### src/design/fsl_pkg.sv
// Package for the flash suspend and lock sequencer host controller.
// Assumes a byte-wide flash with a status register read back on the data pins.
package fsl_pkg;
  // Command codes of the usual byte-wide flash command family (kept as parameters).
  localparam logic [7:0] CMD_READ_ARRAY = 8'hff;
  localparam logic [7:0] CMD_READ_STATUS = 8'h70;
  localparam logic [7:0] CMD_CLEAR_STATUS = 8'h50;
  localparam logic [7:0] CMD_SUSPEND = 8'hb0;
  localparam logic [7:0] CMD_RESUME = 8'hd0;
  localparam logic [7:0] CMD_LOCK_SETUP = 8'h60;
  localparam logic [7:0] CMD_BLOCK_CONFIRM = 8'h01;
  localparam logic [7:0] CMD_MASTER_CONFIRM = 8'hf1;
  localparam logic [7:0] CMD_CLEAR_CONFIRM = 8'hd0;
  // Status register bit positions.
  localparam int SR_READY = 7;
  localparam int SR_ERASE_ERR = 5;
  localparam int SR_WRITE_ERR = 4;
  localparam int SR_VPP_LOW = 3;
  localparam int SR_SUSPENDED = 2;
  localparam int SR_LOCK_VIOL = 1;
  // Bus timing: each strobe phase lasts this long.
  localparam int PHASE_NS = 50;
  localparam int CLK_NS = 10;
  localparam logic [3:0] PHASE_CYC = 4'((PHASE_NS + CLK_NS - 1) / CLK_NS);
  localparam int ADDR_W = 20;
  // User operations.
  typedef enum logic [2:0] {
    FSL_OP_SUSPEND = 3'h0,
    FSL_OP_RESUME = 3'h1,
    FSL_OP_SET_BLOCK = 3'h2,
    FSL_OP_SET_MASTER = 3'h3,
    FSL_OP_CLEAR_LOCKS = 3'h4,
    FSL_OP_CLEAR_STATUS = 3'h5,
    FSL_OP_READ_STATUS = 3'h6
  } fsl_op_t;
  typedef enum logic [2:0] {
    FSL_IDLE = 3'b000,
    FSL_WR1 = 3'b001,
    FSL_WR2 = 3'b011,
    FSL_POLL = 3'b010,
    FSL_DONE = 3'b110
  } fsl_state_t;
  // Flash pin group driven by the controller.
  typedef struct packed {
    logic ce_n;
    logic we_n;
    logic oe_n;
    logic [ADDR_W-1:0] addr;
    logic [7:0] dq_out;
    logic dq_oe;
  } fsl_pins_t;
endpackage

### src/design/fsl_host.sv
// Host controller that issues suspend, resume and lock-bit sequences to a byte-wide flash.
// Assumes the flash pins are synchronous to sys_clk and the write state machine answers
// through its status register and ready_busy_output.
//
// Notes on behaviour
// - While suspended, send only status, resume.
// - Lock set is setup then confirm cycle.
// - Check write error flag after lock set.
// - Check erase error flag after clear.
// - Aborted clear leaves bits unknown; repeat it.
// - Error flags cleared only by clear status.
`timescale 1ns/1ns
module fsl_host
  import fsl_pkg::*;
(
  input wire logic sys_clk,
  input wire logic rst_n,
  input wire logic op_valid,
  input wire fsl_op_t op_code,
  input wire logic [ADDR_W-1:0] op_addr,
  input wire logic override_req,
  output logic op_ready,
  output logic done,
  output logic [7:0] status,
  output logic error,
  output logic refused,
  output logic suspended,
  output logic locks_unknown,
  output logic flash_ce_n,
  output logic flash_we_n,
  output logic flash_oe_n,
  output logic [ADDR_W-1:0] flash_addr,
  output logic [7:0] flash_dq_out,
  output logic flash_dq_oe,
  input wire logic [7:0] flash_dq_in,
  input wire logic ready_busy_output,
  output logic reset_powerdown_pin_hh
);

  typedef struct packed {
    fsl_state_t st;
    fsl_op_t op;
    logic [3:0] cnt;
    logic [1:0] phase;
    logic [7:0] cmd2;
    logic two;
    logic poll;
    fsl_pins_t pins;
    logic done;
    logic [7:0] status;
    logic error;
    logic refused;
    logic suspended;
    logic locks_unknown;
    logic hh;
    logic ready;
  } fsl_reg_t;

  fsl_reg_t r;
  fsl_reg_t next_r;

  // Sequencer: each bus cycle is a setup, strobe and hold phase of PHASE_CYC clocks.
  always_comb
  begin
    next_r = r;
    next_r.done = 1'b0;
    next_r.refused = 1'b0;
    unique case (r.st)
      FSL_IDLE:
      begin
        next_r.pins.ce_n = 1'b1;
        next_r.pins.we_n = 1'b1;
        next_r.pins.oe_n = 1'b1;
        next_r.pins.dq_oe = 1'b0;
        if (op_valid && r.ready)
        begin
          next_r.op = op_code;
          next_r.pins.addr = op_addr;
          next_r.two = 1'b0;
          next_r.poll = 1'b1;
          next_r.cnt = PHASE_CYC;
          next_r.phase = 2'h0;
          next_r.st = FSL_WR1;
          unique case (op_code)
            FSL_OP_SUSPEND: next_r.pins.dq_out = CMD_SUSPEND;
            FSL_OP_RESUME: next_r.pins.dq_out = CMD_RESUME;
            FSL_OP_READ_STATUS: next_r.pins.dq_out = CMD_READ_STATUS;
            FSL_OP_CLEAR_STATUS:
            begin
              next_r.pins.dq_out = CMD_CLEAR_STATUS;
              next_r.poll = 1'b0;
            end
            FSL_OP_SET_BLOCK:
            begin
              next_r.pins.dq_out = CMD_LOCK_SETUP;
              next_r.cmd2 = CMD_BLOCK_CONFIRM;
              next_r.two = 1'b1;
            end
            FSL_OP_SET_MASTER:
            begin
              next_r.pins.dq_out = CMD_LOCK_SETUP;
              next_r.cmd2 = CMD_MASTER_CONFIRM;
              next_r.two = 1'b1;
            end
            FSL_OP_CLEAR_LOCKS:
            begin
              next_r.pins.dq_out = CMD_LOCK_SETUP;
              next_r.cmd2 = CMD_CLEAR_CONFIRM;
              next_r.two = 1'b1;
            end
            default: next_r.st = FSL_IDLE;
          endcase
          // While suspended only status and resume are sent; clear status has no effect.
          if (r.suspended && op_code != FSL_OP_RESUME && op_code != FSL_OP_READ_STATUS)
          begin
            next_r.st = FSL_IDLE;
            next_r.refused = 1'b1;
            next_r.done = 1'b1;
          end
          // Override voltage is applied only for lock changes that need it; a refused
          // request must not move the reset pin level that a suspended write relies on.
          next_r.hh = override_req && !r.suspended && (op_code == FSL_OP_SET_BLOCK
            || op_code == FSL_OP_SET_MASTER || op_code == FSL_OP_CLEAR_LOCKS);
        end
      end
      FSL_WR1, FSL_WR2:
      begin
        next_r.pins.dq_oe = 1'b1;
        next_r.pins.ce_n = 1'b0;
        next_r.pins.we_n = (r.phase != 2'h1);
        if (r.cnt > 4'h1)
          next_r.cnt = r.cnt - 4'h1;
        else
        begin
          next_r.cnt = PHASE_CYC;
          next_r.phase = r.phase + 2'h1;
          if (r.phase == 2'h2)
          begin
            next_r.phase = 2'h0;
            next_r.pins.ce_n = 1'b1;
            next_r.pins.dq_oe = 1'b0;
            if (r.st == FSL_WR1 && r.two)
            begin
              next_r.st = FSL_WR2;
              next_r.pins.dq_out = r.cmd2;
            end
            else if (r.poll)
              next_r.st = FSL_POLL;
            else
            begin
              next_r.st = FSL_DONE;
              next_r.status = 8'h00;
            end
          end
        end
      end
      FSL_POLL:
      begin
        // Status is read with output enable; each read restarts the latch.
        next_r.pins.dq_oe = 1'b0;
        next_r.pins.we_n = 1'b1;
        next_r.pins.ce_n = 1'b0;
        next_r.pins.oe_n = (r.phase != 2'h1);
        if (r.cnt > 4'h1)
          next_r.cnt = r.cnt - 4'h1;
        else
        begin
          next_r.cnt = PHASE_CYC;
          next_r.phase = r.phase + 2'h1;
          if (r.phase == 2'h1)
            next_r.status = flash_dq_in;
          if (r.phase == 2'h2)
          begin
            next_r.phase = 2'h0;
            next_r.pins.ce_n = 1'b1;
            if (r.status[SR_READY] && ready_busy_output)
              next_r.st = FSL_DONE;
          end
        end
      end
      FSL_DONE:
      begin
        next_r.done = 1'b1;
        next_r.hh = 1'b0;
        next_r.st = FSL_IDLE;
        if (r.op == FSL_OP_SUSPEND)
          next_r.suspended = r.status[SR_SUSPENDED];
        if (r.op == FSL_OP_RESUME)
          next_r.suspended = 1'b0;
        // Errors reported after lock operations, low supply and violations included.
        next_r.error = r.status[SR_WRITE_ERR] || r.status[SR_ERASE_ERR]
          || r.status[SR_LOCK_VIOL] || r.status[SR_VPP_LOW];
        if (r.op == FSL_OP_CLEAR_LOCKS)
          next_r.locks_unknown = 1'b0;
      end
      default: next_r.st = FSL_IDLE;
    endcase
    // Ready is registered so that the output comes straight from a flip-flop.
    next_r.ready = (next_r.st == FSL_IDLE) && !next_r.done;
  end

  // State register; a reset during a lock clear leaves lock bits undefined.
  always_ff @(posedge sys_clk)
  begin
    if (!rst_n)
    begin
      r <= '0;
      r.pins.ce_n <= 1'b1;
      r.pins.we_n <= 1'b1;
      r.pins.oe_n <= 1'b1;
      r.st <= FSL_IDLE;
      r.ready <= 1'b1;
      r.locks_unknown <= (r.op == FSL_OP_CLEAR_LOCKS && r.st != FSL_IDLE) || r.locks_unknown;
    end
    else
      r <= next_r;
  end

  assign op_ready = r.ready;
  assign done = r.done;
  assign status = r.status;
  assign error = r.error;
  assign refused = r.refused;
  assign suspended = r.suspended;
  assign locks_unknown = r.locks_unknown;
  assign flash_ce_n = r.pins.ce_n;
  assign flash_we_n = r.pins.we_n;
  assign flash_oe_n = r.pins.oe_n;
  assign flash_addr = r.pins.addr;
  assign flash_dq_out = r.pins.dq_out;
  assign flash_dq_oe = r.pins.dq_oe;
  assign reset_powerdown_pin_hh = r.hh;

  AST_WE_ONLY_WHEN_DRIVING: assert property (@(posedge sys_clk) disable iff (!rst_n)
    !flash_we_n |-> flash_dq_oe && !flash_ce_n) else $error("write strobe without data");
  AST_NO_CLEAR_IN_SUSPEND: assert property (@(posedge sys_clk) disable iff (!rst_n)
    (r.suspended && r.st == FSL_WR1) |-> flash_dq_out != CMD_CLEAR_STATUS)
    else $error("clear status sent while suspended");
  AST_SUSPEND_REFUSE: assert property (@(posedge sys_clk) disable iff (!rst_n)
    (op_valid && op_ready && r.st == FSL_IDLE && r.suspended && op_code == FSL_OP_SET_BLOCK)
    |=> refused && r.st == FSL_IDLE) else $error("lock set not refused in suspend");
  AST_SECOND_CYCLE: assert property (@(posedge sys_clk) disable iff (!rst_n)
    ($rose(r.st == FSL_WR2)) |-> flash_dq_out == r.cmd2) else $error("bad confirm code");
  AST_POLL_DONE: assert property (@(posedge sys_clk) disable iff (!rst_n)
    ($rose(r.st == FSL_DONE) && $past(r.st) == FSL_POLL) |-> r.status[SR_READY])
    else $error("finished without ready flag");
  AST_HH_ONLY_LOCK: assert property (@(posedge sys_clk) disable iff (!rst_n)
    reset_powerdown_pin_hh |-> r.op inside {FSL_OP_SET_BLOCK, FSL_OP_SET_MASTER,
    FSL_OP_CLEAR_LOCKS}) else $error("override outside lock operation");
  AST_DONE_PULSE: assert property (@(posedge sys_clk) disable iff (!rst_n)
    done |=> !done) else $error("done longer than one cycle");
  AST_RESUME_CLEARS: assert property (@(posedge sys_clk) disable iff (!rst_n)
    (r.st == FSL_DONE && r.op == FSL_OP_RESUME) |=> !suspended)
    else $error("suspended still set after resume");

endmodule // fsl_host

### config.mk
export PLATFORM = sky130hd
export DESIGN_NAME = fsl_host
export DESIGN_NICKNAME = d
export VERILOG_FILES = /design/src/design/fsl_pkg.sv /design/src/design/fsl_host.sv
export SDC_FILE = /design/constraint.sdc
export NUM_CORES = 1
export LEC_CHECK = 0
export BUFFER_PORTS_ARGS = -buffer_cell sky130_fd_sc_hd__buf_2
export CORE_MARGIN = 2
export CORE_UTILIZATION = 25
export DETAILED_ROUTE_END_ITERATION = 6
export PLACE_DENSITY = 0.55
export SYNTH_ARGS = -nofsm -noshare
export SYNTH_HDL_FRONTEND = slang
export SYNTH_SLANG_ARGS = --single-unit
### constraint.sdc
create_clock -name sys_clk -period 2.6 [get_ports sys_clk]
set_input_delay 0 -clock sys_clk [delete_from_list [all_inputs] [get_ports sys_clk]]
set_output_delay 0 -clock sys_clk [all_outputs]
set_load 0.01 [all_outputs]
======== After elaboration in Yosys (flattened, before gate mapping) ========
Cells that the tools add are included.
word-level totals
  output and inout bits ................... 47
  flip-flop bits (word level) ............. 69
  bits of input ports ..................... 36
  logic and storage cells ................. 144
cells by class
  $lt $le $gt $ge ......................... 1
  muxes and demuxes ....................... 45
  reductions and logical operators ........ 46
  $add $sub $neg .......................... 2
  equal/unequal tests ..................... 29
operator list
  cell                  count
  $mux W8               8
  $pmux W8 S5           1
  $pmux W8 S2           2
  $pmux W9 S3           1
  $mux W3               8
  $mux W22              1
  $mux W9               2
  $ne A2 B2 Y1 const B  9
  $eq A3 B3 Y1 const B  5
  $reduce_bool A2 Y1    7
  $eq A3 B2 Y1 const B  4
  $logic_not A3 Y1      4
  $mux W1               12
  $pmux W6 S2           1
  $reduce_and A2 Y1     6
  $eq A3 B1 Y1 const B  3
  $logic_and A1 B1 Y1   9
  $pmux W3 S3           1
  $reduce_bool A3 Y1    3
  $pmux W1 S2           4
  $reduce_and A7 Y1     1
  $reduce_or A7 Y1      1
  $logic_or A1 B1 Y1    6
  $ne A2 B1 Y1 const B  3
  16 further kinds      21

======== Logic depth before layout (Yosys ltp) ========
  word-level depth ........................ 9
  gate-level depth with buffers ........... 7

======== Worst setup path after synthesis ========
Ideal clock, no wire load.
  kind .................................... flip-flop to flip-flop
  start point ............................. register r[68] in the netlist's numbering
  end point ............................... register r (netlist bit flash_dq_out[4])
  arrival ................................. 1.638 ns
  stages on the path, launching flop included .. 7
  path buffers ............................ 1
  data required time ...................... 2.484 ns
  library setup time ...................... 0.116 ns
  path slack .............................. 0.846 ns
  cells stage by stage .................... dfxtp_1 buf_6 or3_4 o32a_4 a21oi_4 o221ai_1 o211a_1
between the ends
  longest elaborated chain between the ends .. 4
  elaborated cells between the ends (all ways) .. 13
  classes of those cells .................. eq/ne (7); mux (1); reduce/logical (5)
RTL lines
  what                                                                 line                             RTL
  from (decl)                                                          fsl_host.sv:59                   fsl_reg_t r;
  from (signal assigned)                                               fsl_host.sv:216                  r <= next_r;
  $eq A3 B1 Y1 / $eq A3 B2 Y1 (equally long branches)                  fsl_host.sv:68, fsl_host.sv:142
  $reduce_or A2 Y1 / $logic_and A1 B1 Y1 (equally long branches)       fsl_host.sv:68, fsl_host.sv:142
  $ne A2 B2 Y1 (no line) / $reduce_bool A2 Y1 (equally long branches)  -
  $reduce_and A6 Y1 (no line)                                          -
Parallel ways exist; a longest one is shown, timed or not.
A chain may end at the register's enable or synchronous reset.

======== Worst setup path after layout ========
  start point ............................. register r[68] in the netlist's numbering
  end point ............................... register r[61] in the netlist's numbering
between the ends
  longest elaborated chain between the ends .. 4
  elaborated cells between the ends (all ways) .. 9
  classes of those cells .................. eq/ne (4); mux (1); reduce/logical (4)
RTL lines
  what                                                 line            RTL
  $eq A3 B1 Y1 / $eq A3 B2 Y1 (equally long branches)  fsl_host.sv:68  unique case (r.st)
  $reduce_or A3 Y1 (no line)                           -
  $reduce_bool A2 Y1 (no line)                         -
  $reduce_and A2 Y1 (no line)                          -
Parallel ways exist; a longest one is shown, timed or not.

==> out/metrics.cfg <==
[run_status]
status = complete, no violations

[critical_path]
path_buf_inv = 0
slowest_delay_ns = 0.52
cp_data_arrival_time_ns = 2.20
ff2ff_setup_slack_ns = 0.63
cpMaxStageDelayCell = or2_2
worst-path-max-fanout = 29
worstSetupEndpointType = flip-flop
critPathTopFamily = simple AND/OR/NAND/NOR gates
rr_worst_depth = 5
path_class = flip-flop to flip-flop
crit_chain = or3_4 -> or2_2 -> nand3b_1 -> a21oi_1 -> a311oi_1
r2r_start = r[68]
start_kind = flip-flop
worstPathRequired_ns = 2.83
r2r-end = r[61]

[die]
ios = 83
start_util_pct = 25.4
die_w_um = 111
rows = 39
dieArea_um2 = 12400
die_h_um = 111
core_um2 = 11300

[route]
wl_met1_um = 3500
wirelength_um = 7180
dr.first_iter.drc_count = 138
drtPass1Iterations = 4
wire_per_inst_um = 12.6
top_layer_used = met4
vias_per_cell = 4.48
drc_errors = 0
met2WireLength_um = 3190
dr_wl_met3_um = 444
drtAntennaViolNets = 0
via_count = 2543

[grt]
grt_pass1_vias = 2462
overflow = 0
grt_antenna_before_repair = 0
grt_use_total_pct = 12.0
grt_pass1_wl_um = 12100
grt_max_degree = 30

[power_and_ir_drop]
p_seq_share_pct = 42.8
swShare_pct = 26.3
ir_drop_mv = 0.237
p_int_uw = 1790
p_sw_uw = 639
powerDensity_nw_per_um2 = 663
pwr-share-comb_pct = 14.2
clkPwrFrac_pct = 43.0
p_total_uw = 2430
power.leakage_uw = 0.00152

[placed_design]
dpl_worst_slack_ns = 0.620
placed_area_um2 = 3120
place.gp.congestion = 0.796
place_hpwl_um = 4950
io_buffers = 82

[sta]
maxSlewHeadroom_pct = 57.2
tightest_slew_ns = 0.640
finalClockSkew_ns = 0.00574
rsz0062_at_grt = false
min_period_over_period_pct = 75.8
hold_viol = 0
final-setup-viol-count = 0
fmax_mhz = 508
setup_ws_ns = 0.630
finalMaxSlewViolations = 0
fin_crit_ns = 1.97
setup_tns_ns = 0

[synthesis]
synth_seq_area_share_pct = 43.5
postSynth.asyncResetShare_pct = 0
syn_nets = 391
ys_ff_latch = 62
yosys_warnings = 0
synthesis.area_um2 = 2880
synth.avg_cell_area_um2 = 8.15
syn_inst = 353
ys.flop_type = dfxtp_1
synth_edf_count = 1
ys_types = 44

[hold_path]
hold_end = r[63]
holdPathStages = 3
hp-class = input pin to flip-flop
hp-start = op_code[0]

[clock_tree]
clk_pin_slew_ns = 0.05
cts_buffer_depth = 2
cts_made_buffers = 9
cts_tree = built
cts_num_sinks = 62
clk_latency_ns = 0.32
cts_resized = 0
cts_setup_buffers = 0
htreeDepth = 3
root_buffer = clkbuf_16

[cells_and_area]
final_core_util_pct = 32.4
fillers = 1238
final_cell_mix = buf_2 (82), nand2_1 (76), dfxtp_1 (61)
antenna_cells = 0
nets = 459
final_common_cell = buf_2
area_delta_synth_final_pct = 27.6
final_layout_size_suffix_gt1_share_pct = 24.9
final_design_area_no_fill_um2 = 3670

[flow_run]
maxCapViolations = 0

power by group through the flow:
stage	clock network (uW)	registers, uW	logic (uW)
2_1_floorplan	0	1050	252
3_3_place_gp	0	1060	312
3_5_place_dp	0	1060	315
4_1_cts	1080	1040	350
5_1_grt	1120	1050	388
6_report	1050	1040	345
synth_stat cells (2+ instances only):
master	count	share of area, %
a211oi_1	3	0.78
a21oi_1	37	6.4
a22oi_1	2	0.52
a311oi_1	3	0.91
a31oi_1	4	0.87
and2_1	2	0.44
and3_1	2	0.44
buf_2	4	0.70
buf_4	37	9.7
clkbuf_1	14	1.8
dfxtp_1	61	42
ha_1	2	0.87
inv_1	6	0.78
mux2i_1	9	3.1
nand2_1	76	9.9
nand2b_1	5	1.1
nand3_1	3	0.52
nand3b_1	3	0.78
nand4b_1	2	0.61
nor2_1	25	3.3
nor2_2	2	0.44
nor2b_1	6	1.3
nor3_1	10	1.7
nor4_1	2	0.44
o211a_1	2	0.70
o21ai_0	10	1.7
o22ai_1	3	0.65
o31ai_1	2	0.52
per-layer routing:
metal,up-vias,GRT usage [%]
met5,-,0
met4,0,3.95
met3,2,3.44
met2,76,18.5
met1,1170,16.3
li1,1295,-
stage by stage:
| step | hold slack [ns] | cells |
|---|---|---|
| global route | 0.0551 | 568 |
| finish | 0.0229 | 568 |
| global placement | 0.243 | 524 |
| detailed placement | 0.249 | 524 |
| CTS | 0.0128 | 568 |
| floorplan | 0.136 | 353 |
flip-flops by register name, indices dropped and copies added, names as in the netlist:
name,flops
done,1
error,1
flash_addr,20
flash_ce_n,1
flash_dq_oe,1
flash_dq_out,6
flash_oe_n,1
flash_we_n,1
locks_unknown,1
op_ready,1
r,17
refused,1
reset_powerdown_pin_hh,1
status,8
suspended,1
what timing repair did:
action | CTS | global route
endpoints found under the setup margin | 0 | 0
hold buffers | 29 | 0
endpoints found under the hold margin | 29 | 0
worst reg2reg max path: stages (launching register included):
cell      delay (ns)
dfxtp_1         0.41
or3_4           0.45
or2_2           0.52
nand3b_1        0.18
a21oi_1         0.07
a311oi_1        0.25
worst max-delay path by stage:
| stage | from | to | cells after the start |
|---|---|---|---|
| finish | r[68] | r[61] | 5 |
| detailed placement | r[68] | r[61] | 5 |
| global route | r[66] | status[2] | 5 |
| floorplan | r[68] | flash_dq_out[4] | 6 |
| CTS | r[68] | r[61] | 5 |
| global placement | r[68] | r[61] | 5 |
final cells by class:
class | instances | area [um^2] | share of cell area [%]
Timing Repair Buffer | 113 | 716 | 19.5
Inverter | 6 | 22.5 | 0.614
Tap cell | 143 | 179 | 4.88
Sequential cell | 62 | 1250 | 34.1
Clock buffer | 11 | 233 | 6.34
Clock inverter | 4 | 25.0 | 0.682
Multi-Input combinational cell | 229 | 1240 | 33.9
kinds of logic after synthesis:
logic type | after synthesis | synth area share [%]
xor+xnor | 1 | 0.305
simple gates | 142 | 22.2
buf+inv | 62 | 13.4
compound gates | 74 | 16.2
flops | 62 | 43.5
fa+ha+maj | 2 | 0.870
mux | 10 | 3.52
Power figures use the tool's default switching activity.
